<file path="src/hw/ifel_pkg.sv">
// Purpose: Shared constants for the interrupt flag and enable logic
// Assumes: 8-bit register port, one clock
// Notes: Vectors are program addresses handed to the core
package ifel_pkg;
  localparam logic [7:0] ADDR_CORE_STAT = 8'h07;
  localparam logic [7:0] ADDR_PENA_TWO = 8'h11;
  localparam logic [7:0] ADDR_PREQ_ONE = 8'h16;
  localparam logic [7:0] ADDR_PENA_ONE = 8'h17;
  localparam logic [7:0] ADDR_MODE_CTRL = 8'h20;
  // Core status/control bit positions
  localparam int BIT_PEND = 7;
  localparam int BIT_CLK_F = 6;
  localparam int BIT_T0_F = 5;
  localparam int BIT_EXT_F = 4;
  localparam int BIT_PERIPH_GLOBAL_ENABLE = 3;
  // Peripheral request one bit positions, and the unused enable two bit
  localparam int BIT_PORTB = 7;
  localparam int BIT_TMR3 = 6;
  localparam int BIT_TMR2 = 5;
  localparam int BIT_TMR1 = 4;
  localparam int BIT_CAP2 = 3;
  localparam int BIT_CAP1 = 2;
  localparam int BIT_TX1 = 1;
  localparam int BIT_RX1 = 0;
  localparam int BIT_PE2_UNUSED = 4;
  // Mode control bit positions
  localparam int BIT_GID = 0;
  localparam int BIT_EXT_SEL = 1;
  localparam int BIT_CLK_SEL = 2;
  localparam int BIT_CAP1_SEL = 3;
  localparam int BIT_WIDE = 4;
  // Reset values and the enable two write mask
  localparam logic [3:0] RST_CORE_EN = 4'h0;
  localparam logic [7:0] RST_PENA = 8'h00;
  localparam logic [7:0] RST_PREQ = 8'h02;
  localparam logic [4:0] RST_MODE = 5'h01;
  localparam logic [7:0] PE2_MASK = 8'hEF;
  // Vectors
  localparam logic [15:0] VEC_RESET = 16'h0000;
  localparam logic [15:0] VEC_EXT = 16'h0008;
  localparam logic [15:0] VEC_T0 = 16'h0010;
  localparam logic [15:0] VEC_CLK = 16'h0018;
  localparam logic [15:0] VEC_PERIPH = 16'h0020;
endpackage

</file>
<file path="src/hw/ifel_top.sv">
// Purpose: Interrupt flags, enables, priority and vector request
// Assumes: All inputs synchronous to clk; event inputs are 1-cycle pulses
// Notes: Read data valid only in the cycle after reg_rd
//
// Design decision made here: strobed register access.
`timescale 1ns/100ps
module ifel_top (
  input wire logic clk,
  input wire logic rst_b,
  input wire logic [7:0] reg_addr,
  input wire logic [7:0] reg_wdata,
  input wire logic reg_wr,
  input wire logic reg_rd,
  output logic [7:0] reg_rdata_r,
  input wire logic ext_int_pin,
  input wire logic timer0_clock_pin,
  input wire logic timer0_overflow,
  input wire logic portb_mismatch,
  input wire logic timer3_overflow,
  input wire logic timer3_period_roll,
  input wire logic timer2_period_roll,
  input wire logic timer1_period_roll,
  input wire logic timer_wide_roll,
  input wire logic capture1_event,
  input wire logic capture2_event,
  input wire logic serial1_tx_empty,
  input wire logic serial1_rx_full,
  input wire logic [7:0] periph2_flags,
  input wire logic core_ack,
  input wire logic core_retfie,
  output logic irq_request_r,
  output logic [15:0] irq_vector_r,
  output logic reset_jump_r
);

  logic [3:0] core_en_r;
  logic ext_edge_flag_r;
  logic timer0_overflow_flag_r;
  logic clkpin_edge_flag_r;
  logic [7:0] peripheral_enable_one_r;
  logic [7:0] peripheral_enable_two_r;
  logic [7:0] peripheral_request_one_r;
  logic [4:0] mode_r;
  logic ext_pin_r;
  logic clk_pin_r;
  logic pins_seen_r;
  logic wr_core;
  logic wr_pe1;
  logic wr_pe2;
  logic wr_pr1;
  logic wr_mode;
  logic ext_set;
  logic clk_set;
  logic [7:0] preq_set;
  logic periph_pending_flag;
  logic [7:0] core_view;
  logic take;
  logic [15:0] sel_vec;

  localparam int BIT_EXT_OFS = ifel_pkg::BIT_EXT_F;

  // Set beats software write and hardware clear in the same cycle
  function automatic logic flag_upd(input logic cur, input logic set,
                                    input logic wr, input logic wbit,
                                    input logic hclr);
    if (set)
      flag_upd = 1'b1;
    else if (wr)
      flag_upd = wbit;
    else if (hclr)
      flag_upd = 1'b0;
    else
      flag_upd = cur;
  endfunction

  // Highest-priority enabled request picks the vector
  function automatic logic [15:0] pick_vec(input logic [7:0] v);
    if (v[BIT_EXT_OFS] && v[0])
      pick_vec = ifel_pkg::VEC_EXT;
    else if (v[5] && v[1])
      pick_vec = ifel_pkg::VEC_T0;
    else if (v[6] && v[2])
      pick_vec = ifel_pkg::VEC_CLK;
    else
      pick_vec = ifel_pkg::VEC_PERIPH;
  endfunction

  assign wr_core = reg_wr && (reg_addr == ifel_pkg::ADDR_CORE_STAT);
  assign wr_pe1 = reg_wr && (reg_addr == ifel_pkg::ADDR_PENA_ONE);
  assign wr_pe2 = reg_wr && (reg_addr == ifel_pkg::ADDR_PENA_TWO);
  assign wr_pr1 = reg_wr && (reg_addr == ifel_pkg::ADDR_PREQ_ONE);
  assign wr_mode = reg_wr && (reg_addr == ifel_pkg::ADDR_MODE_CTRL);

  // Edge detection; pins_seen_r masks a false edge after reset
  assign ext_set = pins_seen_r &&
    (mode_r[ifel_pkg::BIT_EXT_SEL] ? (ext_int_pin && !ext_pin_r)
                                   : (!ext_int_pin && ext_pin_r));
  assign clk_set = pins_seen_r &&
    (mode_r[ifel_pkg::BIT_CLK_SEL] ? (timer0_clock_pin && !clk_pin_r)
                                   : (!timer0_clock_pin && clk_pin_r));

  always_comb begin
    preq_set = 8'h00;
    preq_set[ifel_pkg::BIT_PORTB] = portb_mismatch;
    preq_set[ifel_pkg::BIT_TMR3] = mode_r[ifel_pkg::BIT_CAP1_SEL] ?
      timer3_overflow : timer3_period_roll;
    preq_set[ifel_pkg::BIT_TMR2] = timer2_period_roll;
    preq_set[ifel_pkg::BIT_TMR1] = mode_r[ifel_pkg::BIT_WIDE] ?
      timer_wide_roll : timer1_period_roll;
    preq_set[ifel_pkg::BIT_CAP2] = capture2_event;
    preq_set[ifel_pkg::BIT_CAP1] = capture1_event;
  end

  // Peripheral pending flag needs an enabled request but ignores the global disable
  assign periph_pending_flag =
    |(peripheral_request_one_r & peripheral_enable_one_r) ||
    |(periph2_flags & peripheral_enable_two_r);

  assign core_view = {periph_pending_flag, clkpin_edge_flag_r,
                      timer0_overflow_flag_r, ext_edge_flag_r, core_en_r};

  // Peripheral requests count only with the global peripheral enable
  assign take = !mode_r[ifel_pkg::BIT_GID] &&
    |(core_view[7:4] & core_view[3:0]);
  assign sel_vec = pick_vec(core_view);

  always_ff @(posedge clk) begin
    if (!rst_b) begin
      ext_pin_r <= 1'b0;
      clk_pin_r <= 1'b0;
      pins_seen_r <= 1'b0;
    end else begin
      ext_pin_r <= ext_int_pin;
      clk_pin_r <= timer0_clock_pin;
      pins_seen_r <= 1'b1;
    end
  end

  always_ff @(posedge clk) begin
    if (!rst_b)
      core_en_r <= ifel_pkg::RST_CORE_EN;
    else if (wr_core)
      core_en_r <= reg_wdata[3:0];
  end

  // Hardware clear happens when the core takes the matching vector
  always_ff @(posedge clk) begin
    if (!rst_b) begin
      ext_edge_flag_r <= 1'b0;
      timer0_overflow_flag_r <= 1'b0;
      clkpin_edge_flag_r <= 1'b0;
    end else begin
      ext_edge_flag_r <= flag_upd(ext_edge_flag_r, ext_set, wr_core,
        reg_wdata[ifel_pkg::BIT_EXT_F],
        core_ack && irq_request_r &&
        irq_vector_r == ifel_pkg::VEC_EXT);
      timer0_overflow_flag_r <= flag_upd(timer0_overflow_flag_r,
        timer0_overflow, wr_core, reg_wdata[ifel_pkg::BIT_T0_F],
        core_ack && irq_request_r &&
        irq_vector_r == ifel_pkg::VEC_T0);
      clkpin_edge_flag_r <= flag_upd(clkpin_edge_flag_r, clk_set,
        wr_core, reg_wdata[ifel_pkg::BIT_CLK_F],
        core_ack && irq_request_r &&
        irq_vector_r == ifel_pkg::VEC_CLK);
    end
  end

  always_ff @(posedge clk) begin
    if (!rst_b) begin
      peripheral_enable_one_r <= ifel_pkg::RST_PENA;
      peripheral_enable_two_r <= ifel_pkg::RST_PENA;
    end else begin
      if (wr_pe1)
        peripheral_enable_one_r <= reg_wdata;
      if (wr_pe2)
        peripheral_enable_two_r <=
          reg_wdata & ifel_pkg::PE2_MASK;
    end
  end

  // Upper six flags are software writable; low two mirror the serial port
  always_ff @(posedge clk) begin
    if (!rst_b) begin
      peripheral_request_one_r <= ifel_pkg::RST_PREQ;
    end else begin
      for (int i = 2; i < 8; i++) begin
        peripheral_request_one_r[i] <= flag_upd(peripheral_request_one_r[i],
          preq_set[i], wr_pr1, reg_wdata[i], 1'b0);
      end
      peripheral_request_one_r[ifel_pkg::BIT_TX1] <=
        serial1_tx_empty;
      peripheral_request_one_r[ifel_pkg::BIT_RX1] <=
        serial1_rx_full;
    end
  end

  // Taking an interrupt sets the global disable, return clears it
  always_ff @(posedge clk) begin
    if (!rst_b) begin
      mode_r <= ifel_pkg::RST_MODE;
    end else begin
      if (wr_mode)
        mode_r <= reg_wdata[4:0];
      if (core_ack && irq_request_r)
        mode_r[ifel_pkg::BIT_GID] <= 1'b1;
      else if (core_retfie)
        mode_r[ifel_pkg::BIT_GID] <= 1'b0;
    end
  end

  // Request drops in the cycle after an accepted ack
  always_ff @(posedge clk) begin
    if (!rst_b) begin
      irq_request_r <= 1'b0;
      irq_vector_r <= ifel_pkg::VEC_RESET;
    end else begin
      irq_request_r <= take && !(core_ack && irq_request_r);
      irq_vector_r <= sel_vec;
    end
  end

  // Clearing an enable while its flag is up misleads the core's vectoring
  always_ff @(posedge clk) begin
    if (!rst_b)
      reset_jump_r <= 1'b0;
    else
      reset_jump_r <= wr_core && !mode_r[ifel_pkg::BIT_GID] &&
        |(core_en_r & ~reg_wdata[3:0] &
          (core_view[7:4] | {1'b0, clk_set, timer0_overflow, ext_set}));
  end

  always_ff @(posedge clk) begin
    if (!rst_b) begin
      reg_rdata_r <= 8'h00;
    end else if (reg_rd) begin
      case (reg_addr)
        ifel_pkg::ADDR_CORE_STAT: reg_rdata_r <= core_view;
        ifel_pkg::ADDR_PENA_ONE: reg_rdata_r <= peripheral_enable_one_r;
        ifel_pkg::ADDR_PENA_TWO: reg_rdata_r <= peripheral_enable_two_r;
        ifel_pkg::ADDR_PREQ_ONE: reg_rdata_r <= peripheral_request_one_r;
        ifel_pkg::ADDR_MODE_CTRL: reg_rdata_r <= {3'h0, mode_r};
        default: reg_rdata_r <= 8'h00;
      endcase
    end else begin
      reg_rdata_r <= 8'h00;
    end
  end

endmodule

</file>
<file path="config.mk">
export PLATFORM = sky130hd
export DESIGN_NAME = ifel_top
export DESIGN_NICKNAME = d
export VERILOG_FILES = /design/src/hw/ifel_pkg.sv /design/src/hw/ifel_top.sv
export SDC_FILE = /design/constraint.sdc
export NUM_CORES = 1
export LEC_CHECK = 0
export BUFFER_PORTS_ARGS = -buffer_cell sky130_fd_sc_hd__buf_2
export CAP_MARGIN = 30
export CORE_ASPECT_RATIO = 1.5
export CORE_MARGIN = 3
export CORE_UTILIZATION = 51
export CTS_CLUSTER_SIZE = 14
export DETAILED_ROUTE_END_ITERATION = 16
export GPL_ROUTABILITY_DRIVEN = 0
export PLACE_DENSITY = 0.77
export SLEW_MARGIN = 15
export SYNTH_ARGS = -nofsm -noshare
export SYNTH_HDL_FRONTEND = slang
export SYNTH_SLANG_ARGS = --single-unit
</file>
<file path="constraint.sdc">
create_clock -name clk -period 1.9 [get_ports clk]
set_clock_uncertainty 0.2 [all_clocks]
set_input_delay 0.19 -clock clk [delete_from_list [all_inputs] [get_ports clk]]
set_output_delay 0.19 -clock clk [all_outputs]
set_load 0.02 [all_outputs]
</file>
After elaboration in Yosys (flattened, before gate mapping). Cells that the tools add are included.

Flip-flop bits (word level): 54. Input port bits: 43. Word-level logic and storage cells: 119.

Equality and inequality tests: 8. Mux-type cells: 32. Bitwise logic cells: 8. Reductions and logical operators: 47.

Operators by type and width (number): 8-bit case mux with 5 select lines (1); 1-bit 2-to-1 mux (28); 8-bit by 5-bit equality test with 1-bit output (second input constant) (3); 1-bit logical AND (22); 8-bit bitwise AND (2); 8-bit OR reduction (2); 2-bit nonzero test (7); 4-bit bitwise AND (3); 6-bit by 5-bit equality test with 1-bit output (second input constant) (2); 3-bit nonzero test (3); 8-bit by 3-bit equality test with 1-bit output (second input constant) (1); 8-bit by 6-bit equality test with 1-bit output (second input constant) (1); 4-bit OR reduction (2); 6-bit by 4-bit equality test with 1-bit output (second input constant) (1); 1-bit logical NOT (6); 6-bit 2-to-1 mux (1); 5-bit 2-to-1 mux (1); 4-bit 2-to-1 mux (1); 4-bit NOT (1); 4-bit by 3-bit OR with 4-bit output (1); 2-bit OR reduction (2); 3-bit OR reduction (1); 2-bit AND reduction (1); 1-bit logical OR (1); 1-bit NOT (1).

Logic depth before layout (Yosys ltp).
Depth after elaboration: 8. Mapped depth: 6. Mapped depth without buffers: 4.

Worst setup path before layout. No wires, ideal clock.

Kind: input-to-reg. From: in reg_addr[1]. To: reg reg_rdata_r[0]. Arrival: 1.187 ns. Data required time: 1.560 ns. Path slack: 0.373 ns. Cell stages on the path: 5. Buffers on the path: 1. Path through: and4b_1 > clkbuf_1 > and3b_1 > o41ai_4 > a31oi_1.

Word-level cells in the longest chain between the ends: 2.

Ends and longest elaborated chain: start, declared (line ifel_top.sv:10) `input wire logic [7:0] reg_addr,`; 8-bit by 6-bit equality test with 1-bit output (tied with other cells) (line ifel_top.sv:236) `case (reg_addr)`; 8-bit case mux with 5 select lines (*) (line ifel_top.sv:236); end signal, assigned (line ifel_top.sv:237) `ifel_pkg::ADDR_CORE_STAT: reg_rdata_r <= core_view;`; end signal, assigned (line ifel_top.sv:238) `ifel_pkg::ADDR_PENA_ONE: reg_rdata_r <= peripheral_enable_one_r;`; end signal, assigned (line ifel_top.sv:239) `ifel_pkg::ADDR_PENA_TWO: reg_rdata_r <= peripheral_enable_two_r;`; end, declared (line ifel_top.sv:14) `output logic [7:0] reg_rdata_r,`.

Every way passes the cells marked *; elsewhere a longest branch is shown, timed or not. A chain may end at the register's enable or synchronous reset.

Worst setup path in the final report.
From: in reg_addr[5]. To: reg mode_r[0].

Word-level cells in the longest chain between the ends: 3.

Ends and longest elaborated chain: 8-bit by 6-bit equality test with 1-bit output (line ifel_top.sv:92) `assign wr_mode = reg_wr && (reg_addr == ifel_pkg::ADDR_MODE_CTRL);`; 1-bit logical AND (line ifel_top.sv:92); 2-bit nonzero test (no line); end signal, assigned (line ifel_top.sv:200) `mode_r <= ifel_pkg::RST_MODE;`; end signal, assigned (line ifel_top.sv:203) `mode_r <= reg_wdata[4:0];`; end, declared (line ifel_top.sv:43) `logic [4:0] mode_r;`.

Every way passes these cells.

==> impl_metrics.yaml <==
routing:
  drt_iter0_markers: 189
  vias_per_cell: 5.86
  vias: 2244
  wl_per_cell_um: 16.7
  drt_drc_violations_left: 0
  drt_wl_total_um: 6390
  dr.pass1.iters: 4
  drtAntennaViolNets: 0
worst_setup_path:
  critPathMaxFanout: 5
  crit_path_end_kind: "flop"
  r2r_slack_ns: 0.15
  cp-start-kind: "input port"
  worstReg2RegStart: "peripheral_request_one_r[0]"
  timing.rr.end: "reset_jump_r"
  worst_ep_arrival_time_ns: 1.77
  cp.required_ns: 1.90
  critPathKind: "input port to flop"
  rr_worst_depth: 5
sta:
  slew_viol_final: 0
  max_freq_mhz: 564
  relSlewSlack_pct: 58.5
  hold_viol: 0
  setup_tns_ns: 0
  period_needed_ns: 1.77
  tightest_slew_ns: 0.621
  fin_crit_sh_pct: 93.4
  final-setup-viol-count: 0
layout:
  fill_cells: 351
  num_antenna_cells: 0
  multi_input_area_um2: 1220
  final-seq-area_um2: 1020
  area.growth.synth_to_final_pct: 28.1
  final_area_um2: 3030
  fin_util_pct: 69.6
  final_nets: 379
  layout-drive-gt1-share_pct: 24.3
cts:
  numCtsBuffers: 5
  htreeDepth: 2
  numClockSinks: 51
  path_clk_slew_ns: 0.09
  clockRootBuffer: "clkbuf_8"
  cts_tree: "done"
  clk_path_buf_depth: 2
  clk_latency_ns: 0.30
yosys:
  synthTopCellsByArea: "dfxtp_1 43%, mux2i_1 10%, a22oi_1 4.8%"
  ys_async_sr_fraction_pct: 0
  synth_area_per_cell_um2: 9.27
  ys_warn_count: 0
  yosysTopAreaCellShare_pct: 43.2
  ys_seq_area_share_pct: 43.2
  synth-edff-count: 0
  synth_seq_cells: 51
  yosysTopAreaCell: "dfxtp_1"
  ys.flop_type: "dfxtp_1"
  syn_area_um2: 2360
  netlist_instances: 255
  ys_types: 38
outcome:
  status: "complete, no violations"
placed_design:
  placed_area_um2: 2680
  port_buffers: 54
  hpwl_um: 4570
power:
  pwr-share-comb_pct: 9.5
  power.total_mw: 2.08
  netSwitchingFraction_pct: 22.8
  power.leakage_nw: 1.39
  seqPwrFrac_pct: 53.2
  power_switching_uw: 474
  power_density_nw_per_um2: 687
  p_clk_share_pct: 37.3
  irDropWorstVdd_v: 0.000505
  p_int_mw: 1.61
min_path:
  min_delay_path_depth: 3
  worstHoldStart: "reg_wdata[1]"
  hp-class: "input port to flop"
  min_to: "peripheral_enable_two_r[1]"
grt:
  grt.total_usage_pct: 24.9
  grt_antenna_before_repair: 0
  grt_max_degree: 25
  grt_pass1_vias: 2127
  grt_pass1_wl_um: 10100
  gr-total-overflow: 0
floorplan:
  rows: 29
  ios: 69
  dieArea_um2: 5510
  chipWidth_um: 61.6
  initial_core_util_pct: 54.3
  fp.dieH_um: 89.4
  coreArea_um2: 4350
job:
  max_cap_viol_count: 0
==> registers in the layout, summed over array words and instances (netlist names), 3 cells and up <==
name / flops
reg_rdata_r: 8
peripheral_enable_one_r: 8
irq_vector_r: 3
peripheral_enable_two_r: 7
core_en_r: 4
peripheral_request_one_r: 8
mode_r: 5
==> power by group through the flow <==
stage | Combinational (mW) | Sequential, mW | Clock [mW]
3_5_place_dp | 0.159 | 1.13 | 0
3_3_place_gp | 0.156 | 1.13 | 0
5_1_grt | 0.217 | 1.11 | 0.831
2_1_floorplan | 0.102 | 1.13 | 0
6_report | 0.197 | 1.11 | 0.776
4_1_cts | 0.193 | 1.11 | 0.783
==> per-stage QoR <==
step / cells / hold slack, ns / worst slack [ns]
2_1_floorplan: 267 / 0.0177 / 0.373
3_3_place_gp: 354 / 0.170 / 0.0946
3_5_place_dp: 354 / 0.176 / 0.0315
4_1_cts: 383 / 0.00246 / 0.0398
5_1_grt: 383 / 0.0157 / -0.00848
6_report: 383 / 0.00512 / 0.126
==> synth_stat cells (2+ instances only) <==
library cell,count
a21oi_1,20
a222oi_1,5
a22oi_1,15
a311oi_1,2
a31oi_1,9
and2_1,7
and3_1,2
buf_2,2
buf_4,15
clkbuf_1,6
dfxtp_1,51
inv_1,9
mux2i_1,24
nand2_1,22
nand2b_1,4
nand3_1,11
nand3_2,3
nand4b_1,2
nor2_1,18
nor2b_1,2
nor3_1,2
nor3b_1,2
nor4bb_1,2
o211ai_1,2
o21ai_0,2
o311ai_0,2
o31ai_1,3
==> cells by family (layout without fill, tap and decap cells) <==
logic type	Yosys count	after routing	share of synthesized area, %
and+or+nand+nor	84	84	19.9
buffers and inverters	33	103	8.04
muxes	24	24	10.2
DFF	51	51	43.2
AOI/OAI and AO/OA	62	62	18.6
other	1	13	0.159
==> layer usage <==
metal	up-vias	wire [um]	GRT usage, %
met1	1059	2510	30.5
met5	-	0	0
met2	100	3250	41.6
met3	14	488	5.06
met4	0	135	10.4
li1	1071	-	-
==> placed cells by master (no fill, tap or decap), drive strengths merged, types with 5 or more instances in the layout <==
cell type,synthesis,routed
and2,7,7
dfxtp,51,51
conb,1,13
nor2,18,18
a21oi,20,20
nand2,22,22
a31oi,9,9
buf,18,65
dlygate4sd3,0,21
a22oi,15,15
mux2i,24,24
clkbuf,6,6
nand3,14,14
a222oi,5,5
inv,9,9
==> critical path, cell delays in order <==
cell           delay [ns]
buf_2                0.14
nor3b_1              0.29
nand4_1              0.14
buf_4                0.20
mux2i_1              0.15
o211ai_1             0.09
dlygate4sd3_1        0.56
==> final cells by class <==
class	count	share of cell area (%)
clock buffers	6	2.73
clock inverters	2	1.16
inverters	9	1.12
multi-input cells	183	40.4
flip-flops and latches	51	33.7
well taps	46	1.90
repair buffers	86	19.0
==> worst max path at each step <==
stage | endpoint | cells past startpoint | startpoint
finish | mode_r[0] | 7 | reg_addr[5]
global route | mode_r[0] | 7 | reg_addr[5]
CTS | irq_request_r | 5 | peripheral_request_one_r[0]
detailed placement | reg_rdata_r[5] | 6 | reg_addr[2]
global placement | reg_rdata_r[4] | 6 | reg_addr[2]
floorplan | reg_rdata_r[0] | 5 | reg_addr[1]
==> repair_timing <==
item,CTS,global route
setup buffers,0,0
endpoints found under the hold margin,21,0
resized for setup,0,5
hold buffers,21,0
endpoints found under the setup margin,0,3
Note: power is estimated with default switching activity, not from simulation.
